$ cat src/bio_pkg.sv
package bio_pkg;

  // ****************************************************************
  // Port geometry
  // ****************************************************************
  localparam int BIO_PORT_W = 8;   // Lines per bidirectional port
  localparam int BIO_FIX_W = 4;    // Lines of the fixed input port
  localparam int BIO_DATA_W = 32;  // APB data width
  localparam int BIO_ADDR_W = 12;  // APB address width

  // ****************************************************************
  // Register byte offsets
  // ****************************************************************
  localparam logic [11:0] BIO_OFS_FIRST_DATA = 12'h000;   // First port data latch
  localparam logic [11:0] BIO_OFS_SECOND_DATA = 12'h004;  // Second port data latch
  localparam logic [11:0] BIO_OFS_FIXED_DATA = 12'h008;   // Fixed input port
  localparam logic [11:0] BIO_OFS_FIRST_DIR = 12'h00C;    // First port direction
  localparam logic [11:0] BIO_OFS_SECOND_DIR = 12'h010;   // Second port direction

  // ****************************************************************
  // Reset values and fill patterns
  // ****************************************************************
  localparam logic [7:0] BIO_DIR_RST = 8'h00;    // All lines input after reset
  localparam logic [7:0] BIO_LATCH_INIT = 8'h00; // Power-up latch value
  localparam logic [3:0] BIO_FIX_UPPER = 4'hF;   // Upper nibble of fixed port read
  localparam logic [31:0] BIO_RD_ZERO = 32'h0000_0000; // Idle or unmapped read data

  // Register selector for decoded accesses
  typedef enum logic [2:0] {
    BIO_SEL_NONE,
    BIO_SEL_FIRST_DATA,
    BIO_SEL_SECOND_DATA,
    BIO_SEL_FIXED_DATA,
    BIO_SEL_FIRST_DIR,
    BIO_SEL_SECOND_DIR
  } bio_sel_t;

endpackage

$ cat src/bio_sync.sv
`timescale 1ns/1ns
`default_nettype none
module bio_sync #(
  parameter int WIDTH = 8
) (
  // Clock and reset
  input wire logic clk,
  input wire logic rst_n,
  // Raw pin levels
  input wire logic [WIDTH-1:0] raw_in,
  // Filtered level
  output logic [WIDTH-1:0] level_out
);
  // ****************************************************************
  // Three-stage synchroniser with agreement filter
  // ****************************************************************
  typedef struct packed {
    logic [WIDTH-1:0] s1;   // First stage, read only by s2
    logic [WIDTH-1:0] s2;   // Second stage
    logic [WIDTH-1:0] s3;   // Third stage
    logic [WIDTH-1:0] lvl;  // Accepted level
  } bio_sync_st_t;

  bio_sync_st_t st_reg;
  bio_sync_st_t st_next;

  // Next state: level moves once stages two and three agree
  always_comb begin
    st_next = st_reg;
    st_next.s1 = raw_in;
    st_next.s2 = st_reg.s1;
    st_next.s3 = st_reg.s2;
    for (int i = 0; i < WIDTH; i++) begin
      if (st_reg.s2[i] == st_reg.s3[i]) begin
        st_next.lvl[i] = st_reg.s3[i];
      end
    end
  end

  // State register
  always_ff @(posedge clk) begin
    if (!rst_n) begin
      st_reg <= '0;
    end else begin
      st_reg <= st_next;
    end
  end

  assign level_out = st_reg.lvl;
endmodule
`default_nettype wire

$ cat src/bio_line_port.sv
`timescale 1ns/1ns
`default_nettype none
module bio_line_port #(
  parameter int WIDTH = 8
) (
  // Clock and reset
  input wire logic clk,
  input wire logic rst_n,
  // Write strobes from decode
  input wire logic wr_data,
  input wire logic wr_dir,
  input wire logic [WIDTH-1:0] wdata,
  // Synchronised pin levels
  input wire logic [WIDTH-1:0] pin_level,
  // Stored state and read view
  output logic [WIDTH-1:0] latch_q,
  output logic [WIDTH-1:0] dir_q,
  output logic [WIDTH-1:0] rd_view
);
  import bio_pkg::*;

  // ****************************************************************
  // One bidirectional port: latch and direction
  // ****************************************************************
  typedef struct packed {
    logic [WIDTH-1:0] latch;  // Output data latch
    logic [WIDTH-1:0] dir;    // Direction, 1 = output
  } bio_lp_st_t;

  bio_lp_st_t st_reg;
  bio_lp_st_t st_next;
  logic latch_init_done = 1'b0; // Latch starts defined once, never reset again

  // Next state from write strobes
  always_comb begin
    st_next = st_reg;
    if (wr_data) begin
      st_next.latch = wdata;
    end
    if (wr_dir) begin
      st_next.dir = wdata;
    end
  end

  // Direction cleared by reset, latch kept across it
  always_ff @(posedge clk) begin
    if (!rst_n) begin
      st_reg.dir <= WIDTH'(BIO_DIR_RST);
    end else begin
      st_reg.dir <= st_next.dir;
    end
    if (!latch_init_done) begin
      st_reg.latch <= WIDTH'(BIO_LATCH_INIT);
    end else begin
      st_reg.latch <= st_next.latch;
    end
  end

  // Power-up marker for the latch, not touched by reset
  always_ff @(posedge clk) begin
    latch_init_done <= 1'b1;
  end

  // Read view: latch on outputs, pin on inputs
  always_comb begin
    for (int i = 0; i < WIDTH; i++) begin
      rd_view[i] = st_reg.dir[i] ? st_reg.latch[i] : pin_level[i];
    end
  end

  assign latch_q = st_reg.latch;
  assign dir_q = st_reg.dir;
endmodule
`default_nettype wire

$ cat src/bio_ports.sv
// Our own choices: the register offsets and the APB register port.
`timescale 1ns/1ns
`default_nettype none
// Summary of operation
// Two eight-line ports, per-line direction bits
// Direction one drives the line out
// Direction zero leaves line high-impedance input
// Reset clears all direction bits
// Output lines show their latch bit
// Write with input direction updates latch only
// Write with output direction updates latch, pin
// Read returns pin level on inputs
// Read returns latch on output lines
// Four-line input port without direction or drive
// Fixed port read: pins low, ones high
// Reset keeps data latches unchanged
// Separate data and direction bus locations
module bio_ports (
  // ****************************************************************
  // Clock and reset
  // ****************************************************************
  input wire logic CORE_CLK,
  input wire logic RESETN,
  // ****************************************************************
  // APB slave
  // ****************************************************************
  input wire logic PSEL,
  input wire logic PENABLE,
  input wire logic PWRITE,
  input wire logic [bio_pkg::BIO_ADDR_W-1:0] PADDR,
  input wire logic [bio_pkg::BIO_DATA_W-1:0] PWDATA,
  input wire logic [3:0] PSTRB,
  output logic [bio_pkg::BIO_DATA_W-1:0] PRDATA,
  output logic PREADY,
  output logic PSLVERR,
  // ****************************************************************
  // First bidirectional port pins
  // ****************************************************************
  input wire logic [bio_pkg::BIO_PORT_W-1:0] FIRST_BIDIR_PORT_LINES_IN,
  output logic [bio_pkg::BIO_PORT_W-1:0] FIRST_BIDIR_PORT_LINES_OUT,
  output logic [bio_pkg::BIO_PORT_W-1:0] FIRST_BIDIR_PORT_LINES_OE_N,
  // ****************************************************************
  // Second bidirectional port pins
  // ****************************************************************
  input wire logic [bio_pkg::BIO_PORT_W-1:0] SECOND_BIDIR_PORT_LINES_IN,
  output logic [bio_pkg::BIO_PORT_W-1:0] SECOND_BIDIR_PORT_LINES_OUT,
  output logic [bio_pkg::BIO_PORT_W-1:0] SECOND_BIDIR_PORT_LINES_OE_N,
  // ****************************************************************
  // Fixed input port pins
  // ****************************************************************
  input wire logic [bio_pkg::BIO_FIX_W-1:0] FIXED_INPUT_PORT_LINES
);
  import bio_pkg::*;

  // ****************************************************************
  // State
  // ****************************************************************
  typedef struct packed {
    logic [BIO_DATA_W-1:0] prdata;   // Registered read data
    logic pready;                    // Access-phase answer
    logic pslverr;                   // Unmapped address flag
    logic [BIO_PORT_W-1:0] a_out;    // First port pin drive
    logic [BIO_PORT_W-1:0] a_oe_n;   // First port enable, low = driving
    logic [BIO_PORT_W-1:0] b_out;    // Second port pin drive
    logic [BIO_PORT_W-1:0] b_oe_n;   // Second port enable, low = driving
  } bio_top_st_t;

  bio_top_st_t st_reg;
  bio_top_st_t st_next;

  logic [BIO_PORT_W-1:0] a_pin;      // Filtered first port pins
  logic [BIO_PORT_W-1:0] b_pin;      // Filtered second port pins
  logic [BIO_FIX_W-1:0] c_pin;       // Filtered fixed port pins
  logic [BIO_PORT_W-1:0] a_latch;    // First port latch
  logic [BIO_PORT_W-1:0] a_dir;      // First port direction
  logic [BIO_PORT_W-1:0] a_view;     // First port read view
  logic [BIO_PORT_W-1:0] b_latch;    // Second port latch
  logic [BIO_PORT_W-1:0] b_dir;      // Second port direction
  logic [BIO_PORT_W-1:0] b_view;     // Second port read view
  bio_sel_t sel;                     // Decoded register
  logic setup_ph;                    // APB setup phase
  logic wr_go;                       // Write accepted this edge
  logic lane0;                       // Low byte lane enabled
  logic wr_a_data;                   // First latch write strobe
  logic wr_a_dir;                    // First direction write strobe
  logic wr_b_data;                   // Second latch write strobe
  logic wr_b_dir;                    // Second direction write strobe

  // ****************************************************************
  // Address decode
  // ****************************************************************
  function automatic bio_sel_t bio_decode(input logic [BIO_ADDR_W-1:0] addr);
    if (addr == BIO_OFS_FIRST_DATA) begin
      return BIO_SEL_FIRST_DATA;
    end else if (addr == BIO_OFS_SECOND_DATA) begin
      return BIO_SEL_SECOND_DATA;
    end else if (addr == BIO_OFS_FIXED_DATA) begin
      return BIO_SEL_FIXED_DATA;
    end else if (addr == BIO_OFS_FIRST_DIR) begin
      return BIO_SEL_FIRST_DIR;
    end else if (addr == BIO_OFS_SECOND_DIR) begin
      return BIO_SEL_SECOND_DIR;
    end else begin
      return BIO_SEL_NONE;
    end
  endfunction

  // Decode and write strobes, taken at the edge that ends the access
  always_comb begin
    sel = bio_decode(PADDR);
    setup_ph = PSEL && !PENABLE;
    // Only the low byte lane carries port data
    lane0 = PSTRB[0];
    wr_go = PSEL && PENABLE && st_reg.pready && PWRITE && lane0;
    wr_a_data = wr_go && (sel == BIO_SEL_FIRST_DATA);
    wr_a_dir = wr_go && (sel == BIO_SEL_FIRST_DIR);
    wr_b_data = wr_go && (sel == BIO_SEL_SECOND_DATA);
    wr_b_dir = wr_go && (sel == BIO_SEL_SECOND_DIR);
  end

  // ****************************************************************
  // Pin synchronisers
  // ****************************************************************
  bio_sync #(.WIDTH(BIO_PORT_W)) u_sync_a (
    .clk(CORE_CLK),
    .rst_n(RESETN),
    .raw_in(FIRST_BIDIR_PORT_LINES_IN),
    .level_out(a_pin)
  );

  bio_sync #(.WIDTH(BIO_PORT_W)) u_sync_b (
    .clk(CORE_CLK),
    .rst_n(RESETN),
    .raw_in(SECOND_BIDIR_PORT_LINES_IN),
    .level_out(b_pin)
  );

  // Fixed port has no drive path at all
  bio_sync #(.WIDTH(BIO_FIX_W)) u_sync_c (
    .clk(CORE_CLK),
    .rst_n(RESETN),
    .raw_in(FIXED_INPUT_PORT_LINES),
    .level_out(c_pin)
  );

  // ****************************************************************
  // Bidirectional ports
  // ****************************************************************
  bio_line_port #(.WIDTH(BIO_PORT_W)) u_port_a (
    .clk(CORE_CLK),
    .rst_n(RESETN),
    .wr_data(wr_a_data),
    .wr_dir(wr_a_dir),
    .wdata(PWDATA[BIO_PORT_W-1:0]),
    .pin_level(a_pin),
    .latch_q(a_latch),
    .dir_q(a_dir),
    .rd_view(a_view)
  );

  bio_line_port #(.WIDTH(BIO_PORT_W)) u_port_b (
    .clk(CORE_CLK),
    .rst_n(RESETN),
    .wr_data(wr_b_data),
    .wr_dir(wr_b_dir),
    .wdata(PWDATA[BIO_PORT_W-1:0]),
    .pin_level(b_pin),
    .latch_q(b_latch),
    .dir_q(b_dir),
    .rd_view(b_view)
  );

  // ****************************************************************
  // Bus answer and pin drive
  // ****************************************************************
  // Next state: no wait state, read data prepared in setup
  always_comb begin
    st_next = st_reg;
    st_next.pready = setup_ph;
    if (setup_ph) begin
      st_next.pslverr = (sel == BIO_SEL_NONE);
      st_next.prdata = BIO_RD_ZERO;
      if (!PWRITE) begin
        if (sel == BIO_SEL_FIRST_DATA) begin
          st_next.prdata[BIO_PORT_W-1:0] = a_view;
        end else if (sel == BIO_SEL_SECOND_DATA) begin
          st_next.prdata[BIO_PORT_W-1:0] = b_view;
        end else if (sel == BIO_SEL_FIXED_DATA) begin
          st_next.prdata[BIO_PORT_W-1:0] = {BIO_FIX_UPPER, c_pin};
        end else if (sel == BIO_SEL_FIRST_DIR) begin
          st_next.prdata[BIO_PORT_W-1:0] = a_dir;
        end else if (sel == BIO_SEL_SECOND_DIR) begin
          st_next.prdata[BIO_PORT_W-1:0] = b_dir;
        end
      end
    end else begin
      // Answer fields stand for the access cycle only, then clear
      // Keeps stale read data and error off the bus between transfers
      st_next.pslverr = 1'b0;
      st_next.prdata = BIO_RD_ZERO;
    end
    // Pin drive follows latch and direction
    st_next.a_out = a_latch;
    st_next.b_out = b_latch;
    st_next.a_oe_n = ~a_dir;
    st_next.b_oe_n = ~b_dir;
  end

  // State register; reset releases every pin
  always_ff @(posedge CORE_CLK) begin
    if (!RESETN) begin
      st_reg.prdata <= BIO_RD_ZERO;
      st_reg.pready <= 1'b0;
      st_reg.pslverr <= 1'b0;
      st_reg.a_out <= '0;
      st_reg.b_out <= '0;
      st_reg.a_oe_n <= '1;
      st_reg.b_oe_n <= '1;
    end else begin
      st_reg <= st_next;
    end
  end

  assign PRDATA = st_reg.prdata;
  assign PREADY = st_reg.pready;
  assign PSLVERR = st_reg.pslverr;
  assign FIRST_BIDIR_PORT_LINES_OUT = st_reg.a_out;
  assign FIRST_BIDIR_PORT_LINES_OE_N = st_reg.a_oe_n;
  assign SECOND_BIDIR_PORT_LINES_OUT = st_reg.b_out;
  assign SECOND_BIDIR_PORT_LINES_OE_N = st_reg.b_oe_n;

  // ****************************************************************
  // Assertions
  // ****************************************************************
  // Helper: high from the second clock on, once the latch load is done
  logic latch_seen = 1'b0;
  always_ff @(posedge CORE_CLK) begin
    latch_seen <= 1'b1;
  end
endmodule
`default_nettype wire

$ cat config.mk
export PLATFORM = sky130hd
export DESIGN_NAME = bio_ports
export DESIGN_NICKNAME = d
export VERILOG_FILES = /design/src/bio_pkg.sv /design/src/bio_sync.sv /design/src/bio_line_port.sv /design/src/bio_ports.sv
export SDC_FILE = /design/constraint.sdc
export NUM_CORES = 1
export LEC_CHECK = 0
export BUFFER_PORTS_ARGS = -buffer_cell sky130_fd_sc_hd__buf_2
export CAP_MARGIN = 20
export CORE_MARGIN = 4
export CORE_UTILIZATION = 52
export CTS_BUF_LIST = sky130_fd_sc_hd__clkbuf_16
export CTS_CLUSTER_SIZE = 24
export DETAILED_ROUTE_END_ITERATION = 8
export GPL_TIMING_DRIVEN = 0
export MAX_ROUTING_LAYER = met4
export PLACE_DENSITY_LB_ADDON = 0.05
export SLEW_MARGIN = 30
export SYNTH_ARGS = -nofsm -noshare
export SYNTH_HDL_FRONTEND = slang
export SYNTH_SLANG_ARGS = --single-unit
$ cat constraint.sdc
create_clock -name CORE_CLK -period 3 [get_ports CORE_CLK]
set_clock_uncertainty 0.15 [all_clocks]
set_input_delay 0.15 -clock CORE_CLK [delete_from_list [all_inputs] [get_ports CORE_CLK]]
set_output_delay 0.15 -clock CORE_CLK [all_outputs]
set_load 0.005 [all_outputs]
# == Yosys cells after proc, flatten, opt, wreduce, memory -nomap -nowiden ==
# Index checks and enable logic that the tools add are counted.
# totals
wordCells,114
input_bits,73
regBits,178
out_inout_bits,66
# op_classes
n_eq_ne,29
n_bitwise,4
n_reduce_logical,14
muxes,26
# op_table
op,count
8-bit two-way mux,5
12-bit by 4-bit equality test with 1-bit output (second input constant),2
1-bit equality test,20
1-bit two-way mux,16
8-bit NOT,2
3-bit two-way mux,5
12-bit by 3-bit equality test with 1-bit output (second input constant),1
12-bit by 5-bit equality test with 1-bit output (second input constant),1
12-bit zero test,1
1-bit logical AND,9
3-bit by 2-bit equality test with 1-bit output (second input constant),2
3-bit equality test (second input constant),2
3-bit by 1-bit equality test with 1-bit output (second input constant),1
3-bit zero test,1
3-bit OR reduction,1
1-bit NOT,2
2-bit AND reduction,1
1-bit zero test,1

# == Longest topological paths before layout ==
# depth
depth_word,12
mapped_depth,5
mapped_depth_nobuf,4

# == Modules after synthesis ==
# Synthesis repeated with hierarchy kept, for this count alone.
# unflattened
cells_unflattened,498
area_unflattened_um2,5569.1
# by_module_without_submodules
mod,seq_area_each_um2,cells_per_inst,area_each_um2,n_inst
bio_sync (u_sync_a ...),640.6,91,1021.0,2
bio_ports,840.8,189,1751.7,1
bio_line_port,400.4,41,631.9,2
bio_sync (u_sync_c),320.3,45,511.7,1

# == Worst setup path after synthesis ==
# No wires, ideal clock.
# synth_path
path_type,input -> register
startpoint,input PADDR[9] in the netlist's numbering
endpoint,"register u_port_a.st_reg, in the netlist u_port_a.latch_q[0] (enable)"
path_stages,4
setup_ps,383
t_arrival_ps,1703
n_path_buf,0
required_time_ps,2467
slack_ps,764
path_cell_list,or4_4 > nor4b_4 > nand2_1 > nor3_1
# synth_via
elab_chain_len,8
elab_cells_between_ends,12
classes_between,5 x eq/ne; 5 x mux; 2 x reduce/logical
# synth_rtl
item,line_no,text
"start, declared",bio_ports.sv:30,"input wire logic [bio_pkg::BIO_ADDR_W-1:0] PADDR,"
12-bit by 5-bit equality test with 1-bit output,bio_ports.sv:101,end else if (addr == BIO_OFS_SECOND_DIR) begin
3-bit two-way mux,bio_ports.sv:101,
3-bit two-way mux,bio_ports.sv:99,end else if (addr == BIO_OFS_FIRST_DIR) begin
3-bit two-way mux,bio_ports.sv:97,end else if (addr == BIO_OFS_FIXED_DATA) begin
3-bit two-way mux,bio_ports.sv:95,end else if (addr == BIO_OFS_SECOND_DATA) begin
3-bit two-way mux *,bio_ports.sv:93,if (addr == BIO_OFS_FIRST_DATA) begin
3-bit by 1-bit equality test with 1-bit output *,bio_ports.sv:115,wr_a_data = wr_go && (sel == BIO_SEL_FIRST_DATA);
1-bit logical AND *,bio_ports.sv:115,
net u_port_a.wr_data,bio_line_port.sv:10,"input wire logic wr_data,"
"end, declared",bio_line_port.sv:30,bio_lp_st_t st_reg;
# Mark *: on every way through the listed nets, which the timed path passes. The rest lies on a longest branch.
# A chain may end at the register's enable or synchronous reset.

# == Final worst setup path ==
# layout_path
startpoint,input PADDR[5] in the netlist's numbering
endpoint,"register st_reg, in the netlist PRDATA[1]"
# layout_via
elab_chain_len,12
elab_cells_between_ends,20
classes_between,9 x eq/ne; 10 x mux; 1 x reduce/logical
# layout_rtl
item,line_no,text
12-bit by 5-bit equality test with 1-bit output,bio_ports.sv:101,
3-bit two-way mux,bio_ports.sv:101,
3-bit two-way mux,bio_ports.sv:99,
3-bit two-way mux,bio_ports.sv:97,
3-bit two-way mux,bio_ports.sv:95,
3-bit two-way mux *,bio_ports.sv:93,
3-bit equality test,bio_ports.sv:192,end else if (sel == BIO_SEL_SECOND_DIR) begin
8-bit two-way mux,bio_ports.sv:192,
8-bit two-way mux,bio_ports.sv:190,end else if (sel == BIO_SEL_FIRST_DIR) begin
8-bit two-way mux,bio_ports.sv:188,end else if (sel == BIO_SEL_FIXED_DATA) begin
8-bit two-way mux,bio_ports.sv:186,end else if (sel == BIO_SEL_SECOND_DATA) begin
8-bit two-way mux *,bio_ports.sv:184,if (sel == BIO_SEL_FIRST_DATA) begin
"end signal, assigned",bio_ports.sv:220,st_reg <= st_next;
"end, declared",bio_ports.sv:68,bio_top_st_t st_reg;
# Every way passes the cells marked *; elsewhere a longest branch is shown, timed or not.

==> metrics.cfg <==
[outcome]
status = finished, final reports clean

[worst_setup_path]
crit_type = primary input to flip-flop
slowest_delay_ns = 0.69
crit_family = buffers and inverters
start_kind = primary input
critPathCaptureType = flip-flop
crit_arrival_ns = 2.81
cp_common_cell = dlygate4sd3_1
cp_slowest_cell = dlygate4sd3_1
cp_max_fo = 5
path_cells = dlygate4sd3_1 > buf_2 > nor4_4 > dlygate4sd3_1 > nand3_1 > a221oi_1 > dlygate4sd3_1
worstPathRequired_ns = 3.20
critPathBufInv = 4

[clock_network]
post_cts_buffers = 0
insertion_delay_ns = 0.41
cts_htree_levels = 4
path_clk_slew_ns = 0.06
cts_num_sinks = 154
ctsResizeCount = 0
hold_buffers = 37
cts_buffer_depth = 2
cts_made_buffers = 17
cts_tree = done
clockRootBuffer = clkbuf_16

[detailed_routing]
viasPerCell = 4.918
first_pass_iters = 5
drc = 0
wirelength_mm = 12.25
antenna_left = 0
routedWlPerCell_um = 15.50
drtIter0Drc = 209
vias = 3885

[global_routing]
grt_pass1_vias = 3807
antenna_found_initial = 0
grt_overflow = 0
grt_max_degree = 17
grtUsageTotal = 0.2231
grt_pass1_wl_mm = 19.30

[floorplanning]
start_util = 0.5368
core_area_um2 = 9864
die_h_um = 108.9
dieWidth_um = 108.9
num_rows = 36
io_pins = 139
die-area_um2 = 11860

[job]
cap_violations = 0

[cells_and_area]
fillers = 741
antennaDiodeCount = 0
final_area_um2 = 6955
ff_latch_area_um2 = 3243
layout_common_cells = dfxtp_1, buf_2, and2_1
drive_above_1_share = 0.2298
nets = 717
area_growth_syn_to_layout_pct = 31.36
final_common_cell = dfxtp_1
multi_input_area_um2 = 1849

[synth]
netlist_instances = 478
ys_seq_area_frac = 0.6125
synth_area_um2 = 5295
syn_avg_cell_area_um2 = 11.08
synth_cell_types = 35
yosys_warnings = 0
ys_ff_latch = 154

[placement]
place_area_um2 = 5991
gp_congestion = 0.8440
place_hpwl_mm = 8.354
numPortBuffers = 86

[timing]
finalHoldViolations = 0
fmax_ghz = 0.3836
finalCriticalPeriod_ns = 2.607
drv_slew = 0
slew_headroom = 0.5552
finalSetupViolCount = 0
rsz0062_at_grt = no
worstMarginPinSlew_ns = 0.6665
finalCritPeriodShare = 0.8689

[power]
power_mw = 4.469
vdd_drop_max_v = 0.0004099
leakage_nw = 2.809
powerDensity_nw_per_um2 = 642.5

[min_path]
hp-class = primary input to flip-flop

[final timing paths]
check	startpoint	endpoint	slack, ns	depth (start not counted)
setup / recovery	PADDR[5]	PRDATA[1]	0.39	7
hold reg to reg	u_sync_a.st_next[19]	u_sync_a.st_next[11]	0.28	1
setup reg to reg	PREADY	u_port_a.latch_q[7]	1.15	5
hold / removal	PADDR[2]	PRDATA[2]	0.05	4
[logic make-up (layout without fill, tap and decap cells)]
kind of cell / Yosys count / after routing / synth area share
simple gates: 164 / 164 / 0.1758
flops: 154 / 154 / 0.6125
compound gates: 82 / 82 / 0.1002
buf+inv: 48 / 204 / 0.05600
mux: 29 / 29 / 0.05482
other cells: 1 / 24 / 0.0007082
[per-stage QoR]
| step | std cells | TNS [ns] | utilization | worst slack, ns | hold slack (ns) |
|---|---|---|---|---|---|
| CTS | 790 | 0 | 0.7048 | 0.4095 | 0.04003 |
| detailed placement | 721 | 0 | 0.6073 | 0.3460 | 0.2092 |
| finish | 790 | 0 | 0.7051 | 0.3932 | 0.05320 |
| global route | 790 | 0 | 0.7051 | 0.3233 | 0.07925 |
| global placement | 720 | -0.3858 | 0.6060 | -0.04860 | 0.2054 |
| floorplan | 501 | 0 | - | 0.7639 | 0.09887 |
[power breakdown]
| part | total, mW | switching, mW | leakage [nW] | internal (mW) |
|---|---|---|---|---|
| combinational | 0.224 | 0.108 | 1.24 | 0.116 |
| clock | 2.11 | 0.835 | 0.302 | 1.28 |
| sequential | 2.13 | 0.0138 | 1.27 | 2.12 |
[area by class of cell]
cell class	instances	share of cell area
tap	133	0.02393
clock buffer	18	0.06476
clock inverter	14	0.02033
buffer	45	0.04101
sequential	154	0.4663
inverter	3	0.001619
timing repair buffer	124	0.1162
multi-input combinational	299	0.2659
[per-layer routing]
| layer | up-vias | wire length, um | track usage |
|---|---|---|---|
| met2 | 131 | 6084 | 0.3588 |
| met5 | - | 0 | - |
| met3 | 24 | 758 | 0.04322 |
| li1 | 1902 | - | - |
| met4 | 0 | 321 | 0.1028 |
| met1 | 1828 | 5083 | 0.2718 |
[worst min-delay path, delay by kind of cell]
| kind | cells | cell delay [ns] |
|---|---|---|
| buffers and inverters | 1 | 0.17 |
| AO/OA/AOI/OAI | 1 | 0.08 |
| AND/OR/NAND/NOR | 2 | 0.15 |
[cells in the mapped netlist, drive strengths merged]
cell | n | area share
mux2i | 29 | 0.055
nand3 | 9 | 0.0085
a21boi | 23 | 0.033
dfxtp | 138 | 0.52
nor4b | 1 | 0.0045
o22ai | 4 | 0.0047
o21ai | 27 | 0.026
and4 | 2 | 0.0038
a2bb2oi | 4 | 0.0066
inv | 3 | 0.0021
or4 | 1 | 0.0021
o22a | 4 | 0.0066
nor4 | 2 | 0.0080
and2 | 76 | 0.090
nor2 | 5 | 0.0035
a21oi | 12 | 0.011
nor3 | 2 | 0.0019
o21a | 1 | 0.0014
o311ai | 3 | 0.0050
conb | 1 | 0.00071
nor2b | 2 | 0.0024
nand3b | 1 | 0.0014
edfxtp | 16 | 0.091
or3 | 1 | 0.0012
a211oi | 1 | 0.0014
nand2b | 10 | 0.012
buf | 30 | 0.043
nand2 | 52 | 0.037
a221oi | 3 | 0.0050
clkbuf | 15 | 0.011
Note: power is estimated with default switching activity, not from simulation.
